`src/pciir_pkg.sv`:
```
/*
  Constants shared by the PCI interrupt routing block: configuration byte
  offsets, field positions, reset values and the legal ISA target codes.
  Assumes a byte-wide configuration access port on the bridge core clock.
*/
`default_nettype none

package pciir_pkg;

  // ------------------------------------------------------------------
  // Configuration byte offsets
  // ------------------------------------------------------------------
  localparam logic [7:0] PCIIR_SCI_IRQ_SELECT_OFS = 8'h44;
  localparam logic [7:0] PCIIR_PCI_INT_A_ROUTE_OFS = 8'h60;
  localparam logic [7:0] PCIIR_PCI_INT_B_ROUTE_OFS = 8'h61;
  localparam logic [7:0] PCIIR_PCI_INT_C_ROUTE_OFS = 8'h62;
  localparam logic [7:0] PCIIR_PCI_INT_D_ROUTE_OFS = 8'h63;
  localparam logic [7:0] PCIIR_PCI_INT_E_ROUTE_OFS = 8'h68;
  localparam logic [7:0] PCIIR_PCI_INT_F_ROUTE_OFS = 8'h69;
  localparam logic [7:0] PCIIR_PCI_INT_G_ROUTE_OFS = 8'h6A;
  localparam logic [7:0] PCIIR_PCI_INT_H_ROUTE_OFS = 8'h6B;
  localparam logic [7:0] PCIIR_ROUTE_OFS [8] = '{
    PCIIR_PCI_INT_A_ROUTE_OFS, PCIIR_PCI_INT_B_ROUTE_OFS,
    PCIIR_PCI_INT_C_ROUTE_OFS, PCIIR_PCI_INT_D_ROUTE_OFS,
    PCIIR_PCI_INT_E_ROUTE_OFS, PCIIR_PCI_INT_F_ROUTE_OFS,
    PCIIR_PCI_INT_G_ROUTE_OFS, PCIIR_PCI_INT_H_ROUTE_OFS
  };

  // ------------------------------------------------------------------
  // Field layout
  // ------------------------------------------------------------------
  localparam int PCIIR_ROUTE_DISABLE_BIT = 7;
  localparam logic [7:0] PCIIR_ROUTE_WR_MASK = 8'h8F;
  localparam logic [7:0] PCIIR_SCI_WR_MASK = 8'h07;
  localparam logic [15:0] PCIIR_ISA_VALID = 16'hDEF8;
  localparam int PCIIR_NUM_LINES = 8;

  // ------------------------------------------------------------------
  // Reset values
  // ------------------------------------------------------------------
  localparam logic [2:0] PCIIR_SCI_SEL_RESET = 3'h0;
  localparam logic [7:0] PCIIR_ROUTE_RESET = 8'h80;

  // ------------------------------------------------------------------
  // SCI target codes
  // ------------------------------------------------------------------
  typedef enum logic [2:0] {
    PCIIR_SCI_IRQ9 = 3'h0,
    PCIIR_SCI_IRQ10 = 3'h1,
    PCIIR_SCI_IRQ11 = 3'h2,
    PCIIR_SCI_RSVD = 3'h3,
    PCIIR_SCI_APIC20 = 3'h4,
    PCIIR_SCI_APIC21 = 3'h5,
    PCIIR_SCI_APIC22 = 3'h6,
    PCIIR_SCI_APIC23 = 3'h7
  } pciir_sci_sel_t;

endpackage

`default_nettype wire

```
`src/pciir_line_decode.sv`:
```
/*
  Decoder for one PCI interrupt line: turns the line's routing byte and its
  active level into a one-hot vector over the sixteen ISA IRQ inputs.
  Assumes the line level is already synchronised to the core clock.
*/
`timescale 1ns/1ps
`default_nettype none

module pciir_line_decode
  import pciir_pkg::*;
(
  // Routing byte and line state
  input wire logic [7:0] route,
  input wire logic line_act,
  // ISA target vector
  output logic [15:0] irq_vec
);

  logic [15:0] onehot;

  always_comb begin
    onehot = 16'h0001 << route[3:0];
    irq_vec = 16'h0000;
    // Reserved codes fall outside the valid mask and drive nothing. see
    if (line_act && !route[PCIIR_ROUTE_DISABLE_BIT]) begin // see
      irq_vec = onehot & PCIIR_ISA_VALID;
    end
  end

endmodule

`default_nettype wire

```
`src/pciir_route.sv`:
```
/*
  PCI interrupt routing block: SCI select byte and eight routing bytes in
  configuration space, steering SCI and PCI interrupt lines A to H onto the
  ISA IRQ inputs of the 8259 pair or, for SCI, the APIC inputs 20 to 23.
  Assumes a byte-wide configuration port on ref_clk, PCI lines from pins
  (active low) and SCI and APIC enable from logic on the same clock.
*/
// Behaviour
// SCI defaults to IRQ9 after reset
// SCI select bits 2:0 at 0x44
// Codes 100-111 reach IRQ20-23 only with APIC
// Lines A-D routing bytes at 0x60-0x63
// Lines E-H routing bytes at 0x68-0x6B
// Bit7 clear routes line to coded ISA IRQ
// Bit7 set keeps line off the 8259
// Software avoids reserved target codes
// Routing bits 6:4 read zero, ignore writes
`timescale 1ns/1ps
`default_nettype none

module pciir_route
  import pciir_pkg::*;
#(
  parameter int NUM_LINES = PCIIR_NUM_LINES
)
(
  // Clock and reset
  input wire logic ref_clk,
  input wire logic resetn,
  // Configuration byte port
  input wire logic cfg_wr,
  input wire logic cfg_rd,
  input wire logic [7:0] cfg_addr,
  input wire logic [7:0] cfg_wdata,
  output logic [7:0] cfg_rdata,
  // Interrupt sources
  input wire logic [NUM_LINES-1:0] pci_interrupt_line_n,
  input wire logic sci_in,
  input wire logic apic_enable,
  // Interrupt targets
  output logic [15:0] isa_irq,
  output logic [3:0] apic_irq
);

  // ------------------------------------------------------------------
  // Elaboration check
  // ------------------------------------------------------------------
  if (NUM_LINES != PCIIR_NUM_LINES) begin : g_bad_lines
    $error("pciir_route supports exactly eight PCI interrupt lines");
  end

  // ------------------------------------------------------------------
  // Configuration registers
  // ------------------------------------------------------------------
  logic [2:0] sci_sel_q;
  logic [2:0] sci_sel_d;
  logic [7:0] route_q [NUM_LINES];
  logic [7:0] route_d [NUM_LINES];
  logic [7:0] rdata_q;
  logic [7:0] rdata_d;

  always_comb begin
    sci_sel_d = sci_sel_q;
    rdata_d = rdata_q;
    for (int i = 0; i < NUM_LINES; i++) begin
      route_d[i] = route_q[i];
    end
    if (cfg_wr && cfg_addr == PCIIR_SCI_IRQ_SELECT_OFS) begin
      sci_sel_d = cfg_wdata[2:0] & PCIIR_SCI_WR_MASK[2:0];
    end
    for (int i = 0; i < NUM_LINES; i++) begin
      // Bits 6:4 are masked off so they never hold a value. see
      if (cfg_wr && cfg_addr == PCIIR_ROUTE_OFS[i]) begin // see
        route_d[i] = cfg_wdata & PCIIR_ROUTE_WR_MASK;
      end
    end
    if (cfg_rd) begin
      // Unmapped offsets answer with zero so a probe never sees stale data.
      rdata_d = 8'h00;
      if (cfg_addr == PCIIR_SCI_IRQ_SELECT_OFS) begin
        rdata_d = {5'h00, sci_sel_q};
      end
      for (int i = 0; i < NUM_LINES; i++) begin
        if (cfg_addr == PCIIR_ROUTE_OFS[i]) begin
          rdata_d = route_q[i];
        end
      end
    end
  end

  always_ff @(posedge ref_clk or negedge resetn) begin
    if (!resetn) begin
      sci_sel_q <= PCIIR_SCI_SEL_RESET;
      rdata_q <= 8'h00;
      for (int i = 0; i < NUM_LINES; i++) begin
        route_q[i] <= PCIIR_ROUTE_RESET;
      end
    end else begin
      sci_sel_q <= sci_sel_d;
      rdata_q <= rdata_d;
      for (int i = 0; i < NUM_LINES; i++) begin
        route_q[i] <= route_d[i];
      end
    end
  end

  assign cfg_rdata = rdata_q;

  // ------------------------------------------------------------------
  // PCI line synchroniser
  // ------------------------------------------------------------------
  logic [NUM_LINES-1:0] sync1_q;
  logic [NUM_LINES-1:0] sync2_q;
  logic [NUM_LINES-1:0] line_act;

  always_ff @(posedge ref_clk or negedge resetn) begin
    if (!resetn) begin
      sync1_q <= '1;
      sync2_q <= '1;
    end else begin
      sync1_q <= pci_interrupt_line_n;
      sync2_q <= sync1_q;
    end
  end

  assign line_act = ~sync2_q;

  // ------------------------------------------------------------------
  // Line decoders
  // ------------------------------------------------------------------
  logic [15:0] line_vec [NUM_LINES];

  for (genvar g = 0; g < NUM_LINES; g++) begin : g_line
    pciir_line_decode u_dec (
      .route(route_q[g]),
      .line_act(line_act[g]),
      .irq_vec(line_vec[g])
    );
  end

  // ------------------------------------------------------------------
  // Target merge
  // ------------------------------------------------------------------
  // Lines are level sensitive and shareable, so targets are a plain OR;
  // the registered output costs one cycle but keeps the pins glitch free.
  logic [15:0] isa_d;
  logic [15:0] isa_q;
  logic [3:0] apic_d;
  logic [3:0] apic_q;

  always_comb begin
    isa_d = 16'h0000;
    apic_d = 4'h0;
    for (int i = 0; i < NUM_LINES; i++) begin
      isa_d = isa_d | line_vec[i];
    end
    if (sci_in) begin
      case (pciir_sci_sel_t'(sci_sel_q))
        PCIIR_SCI_IRQ9: isa_d[9] = 1'b1;
        PCIIR_SCI_IRQ10: isa_d[10] = 1'b1;
        PCIIR_SCI_IRQ11: isa_d[11] = 1'b1;
        PCIIR_SCI_RSVD: isa_d = isa_d;
        default: begin
          // The APIC inputs do not exist while it is off. see
          if (apic_enable) begin
            apic_d[sci_sel_q[1:0]] = 1'b1;
          end
        end
      endcase
    end
  end

  always_ff @(posedge ref_clk or negedge resetn) begin
    if (!resetn) begin
      isa_q <= 16'h0000;
      apic_q <= 4'h0;
    end else begin
      isa_q <= isa_d;
      apic_q <= apic_d;
    end
  end

  assign isa_irq = isa_q;
  assign apic_irq = apic_q;

  // ------------------------------------------------------------------
  // Assertions
  // ------------------------------------------------------------------
  logic all_off;

  always_comb begin
    all_off = 1'b1;
    for (int i = 0; i < NUM_LINES; i++) begin
      all_off = all_off & route_q[i][PCIIR_ROUTE_DISABLE_BIT];
    end
  end
endmodule

`default_nettype wire

```
`config.mk`:
```
export PLATFORM = sky130hd
export DESIGN_NAME = pciir_route
export DESIGN_NICKNAME = d
export VERILOG_FILES = /design/src/pciir_pkg.sv /design/src/pciir_line_decode.sv /design/src/pciir_route.sv
export SDC_FILE = /design/constraint.sdc
export NUM_CORES = 1
export LEC_CHECK = 0
export ABC_AREA = 1
export BUFFER_PORTS_ARGS = -buffer_cell sky130_fd_sc_hd__buf_2
export CAP_MARGIN = 25
export CORE_AREA = 5 5 81 98
export DETAILED_ROUTE_END_ITERATION = 8
export DIE_AREA = 0 0 86 103
export PLACE_DENSITY = 0.83
export SLEW_MARGIN = 30
export SYNTH_ARGS = -nofsm -noshare
export SYNTH_HDL_FRONTEND = slang
export SYNTH_SLANG_ARGS = --single-unit
```
`constraint.sdc`:
```
create_clock -name ref_clk -period 2.67 [get_ports ref_clk]
set_clock_uncertainty 0.05 [all_clocks]
set_input_delay 0.267 -clock ref_clk [delete_from_list [all_inputs] [get_ports ref_clk]]
set_output_delay 0.267 -clock ref_clk [all_outputs]
set_load 0.02 [all_outputs]
```
==> results.sh <==
export IMPL_cts_buffers=9
export IMPL_critPathLaunchType="register"
export IMPL_synth_top_area_share_pct=33.3
export IMPL_finalCritPeriodShare_pct=63.3
export IMPL_syn_cell_area_sq_mm=0.00413
export IMPL_min_period_ns=1.69
export IMPL_antenna_found_initial=0
export IMPL_critPathMaxFanout=6
export IMPL_clkTransAtPathRegs_ns=0.10
export IMPL_first_iter_violations=420
export IMPL_routabilityCongestion=0.939
export IMPL_synth_seq_cells=79
export IMPL_relSlewSlack_pct=53.7
export IMPL_path_class="reg2reg"
export IMPL_status="finished clean"
export IMPL_netlist_cell_type_count=26
export IMPL_grt_pass1_wl_microns=18400
export IMPL_grt_max_degree=80
export IMPL_diodes=0
export IMPL_use_met3_pct=4.40
export IMPL_wl_per_cell_microns=16.6
export IMPL_hold_viol=0
export IMPL_die_h_microns=103
export IMPL_drt_first_pass_iters=5
export IMPL_vias=3964
export IMPL_p_leak_nw=2.17
export IMPL_vias_per_cell=5.70
export IMPL_drv_slew=0
export IMPL_cts_setup_buffers=0
export IMPL_postRouteAntennaNets=0
export IMPL_worstPathArrival_ns=1.85
export IMPL_cts_root_buffer="clkbuf_8"
export IMPL_hold_ws_ns=0.171
export IMPL_cap_violations=0
export IMPL_coreArea_sq_mm=0.00702
export IMPL_reg2reg_to="isa_irq[12]$_DFF_PN0_"
export IMPL_htree_levels=3
export IMPL_timing_reg2reg_setup_slack_ns=0.98
export IMPL_area_delta_synth_final_pct=14.1
export IMPL_ios=58
export IMPL_tritoncts="done"
export IMPL_clk_path_buf_depth=2
export IMPL_grtUsageMet1_pct=34.0
export IMPL_endpoint_kind="register"
export IMPL_whs_path_depth=3
export IMPL_hold_buffers=8
export IMPL_crit_top_cell="nor2_1"
export IMPL_max_freq_mhz=592
export IMPL_crit_path_top_delay_cell="dfstp_2"
export IMPL_timing_rr_start="route_q[23]$_DFFE_PN1P_"
export IMPL_initial_core_util_pct=58.9
export IMPL_grt_use_met2_pct=46.9
export IMPL_grt_total_usage_pct=27.5
export IMPL_fin_ws_ns=0.980
export IMPL_slowest_delay_ns=0.56
export IMPL_grt_overflow=0
export IMPL_rsz0062_at_grt="no"
export IMPL_cts_sinks=79
export IMPL_die_w_microns=86
export IMPL_hold_end="apic_irq[2]$_DFF_PN0_"
export IMPL_ctsResizeCount=0
export IMPL_synth_seq_area_share_pct=48.5
export IMPL_ys_top_cells_by_area="dfrtp_1, dfstp_2, nand2_1"
export IMPL_drc=0
export IMPL_dp_slack_ns=0.920
export IMPL_die_area_sq_mm=0.00886
export IMPL_portBuffers=46
export IMPL_insertion_delay_ns=0.37
export IMPL_cp_required_ns=2.82
export IMPL_worst_pin_slew_ns=0.695
export IMPL_final_core_util_pct=67.2
export IMPL_power_density_mw_per_mm2=508
export IMPL_peakVddDrop_mv=0.429
export IMPL_worstHoldPathType="in2reg"
export IMPL_drive_above_1_share_pct=17.0
export IMPL_yosysWarnings=0
export IMPL_cp_cell_sequence="nor2_1 -> nand2_1 -> nor2_1 -> nor4_1 -> o2111ai_1"
export IMPL_min_from="apic_enable"
export IMPL_nNetsFinal=630
export IMPL_busiest_layer="met2"
export IMPL_setup_viol=0
export IMPL_synth_cells=538
export IMPL_grt_pass1_vias=3649
export IMPL_fin_tns_setup_ns=0
export IMPL_r2r_cells=5
export IMPL_routed_wl_microns=11500
export IMPL_synth_area_leader_cell="dfrtp_1"
export IMPL_hpwlAfterDp_microns=8940
export IMPL_rows=34
export IMPL_synth_avg_cell_area_sq_um=7.68
-- worst max path at each step --
stage                     cells after the start                       end  slack [ns]                     from
after global routing                          5     isa_irq[12]$_DFF_PN0_        0.90  route_q[23]$_DFFE_PN1P_
after CTS                                     5     isa_irq[12]$_DFF_PN0_        1.01  route_q[23]$_DFFE_PN1P_
after detailed placement                     10  cfg_rdata[0]$_DFFE_PN0P_        0.92              cfg_addr[2]
after floorplan                               9  cfg_rdata[7]$_DFFE_PN0P_        1.29              cfg_addr[3]
final                                         5     isa_irq[12]$_DFF_PN0_        0.98  route_q[23]$_DFFE_PN1P_
after global placement                       10  cfg_rdata[0]$_DFFE_PN0P_        0.94              cfg_addr[2]
-- placed cells by master, fill, tap and decap left out, drive strengths merged, types with 3 or more instances in the layout --
cell and n:
conb 8, a21oi 10, nor2 61, clkbuf 9, a31oi 3, nand2 140, or2 6, o22ai 15
dfstp 24, buf 47, dfrtp 55, nand4 16, nand3 40, o21ai 51, dlygate4sd3 9, o32ai 5
inv 71, o2111ai 4, nor3 25
-- cell type report --
cell class / count / area [sq um]
sequential: 79 / 2010
multi-input combinational: 387 / 1830
inverter: 67 / 251
clock inverter: 7 / 61.3
tap: 90 / 113
timing repair buffer: 56 / 334
fill: 602 / 2300
clock buffer: 9 / 124
-- registers in the layout, indices dropped and copies added, names as in the netlist --
signal,cells
sync1_q,8
isa_irq,11
sync2_q,8
route_q,40
cfg_rdata,5
sci_sel_q,3
apic_irq,4
-- worst max-delay path: cells and delay by family (launching register included) --
family	cells	cell delay [ns]
compound gates	1	0.23
simple gates	4	0.71
flops	1	0.56
-- cells by family after synthesis --
logic type      after synthesis  share of synthesized area, %
flops                        79                          48.5
simple gates                289                          31.0
other cells                   1                        0.0907
compound gates               90                          12.4
buf+inv                      79                          7.93
-- synth_stat cells --
| cell type | count |
|---|---|
| nor2_2 | 1 |
| dfstp_2 | 24 |
| a221oi_1 | 2 |
| inv_1 | 67 |
| o22ai_1 | 15 |
| o32ai_1 | 5 |
| nand2_1 | 136 |
| nand3_1 | 40 |
| nor4_1 | 1 |
| a31oi_1 | 3 |
| nand2_2 | 4 |
| or2_2 | 6 |
| buf_4 | 8 |
| nor3_2 | 1 |
| nand4_1 | 15 |
| nand4_2 | 1 |
| o21ai_0 | 51 |
| a21oi_1 | 10 |
| nor3_4 | 3 |
| clkbuf_1 | 3 |
| nor3_1 | 21 |
| conb_1 | 1 |
| o2111ai_1 | 4 |
| buf_2 | 1 |
| dfrtp_1 | 55 |
| nor2_1 | 60 |
-- report_power, final --
part	switching, mW	leakage [nW]	internal (mW)	total, mW
registers	0.0515	1.01	1.26	1.31
clock network	0.485	0.0888	0.355	0.840
logic	0.172	1.08	0.0732	0.245
-- through the flow --
step	power [mW]	area [sq um]	std cells
6_report	2.40	4720	695
5_1_grt	2.49	4720	695
4_1_cts	2.40	4700	694
3_5_place_dp	1.56	4440	670
3_3_place_gp	1.56	4440	670
2_1_floorplan	1.46	4160	545
-- layer usage --
layer  up-vias  wire (microns)
met3        31             749
met2       193            5830
met1      1829            4480
li1       1911               -
met4         0             467
met5         -               0
Power figures use the tool's default switching activity.
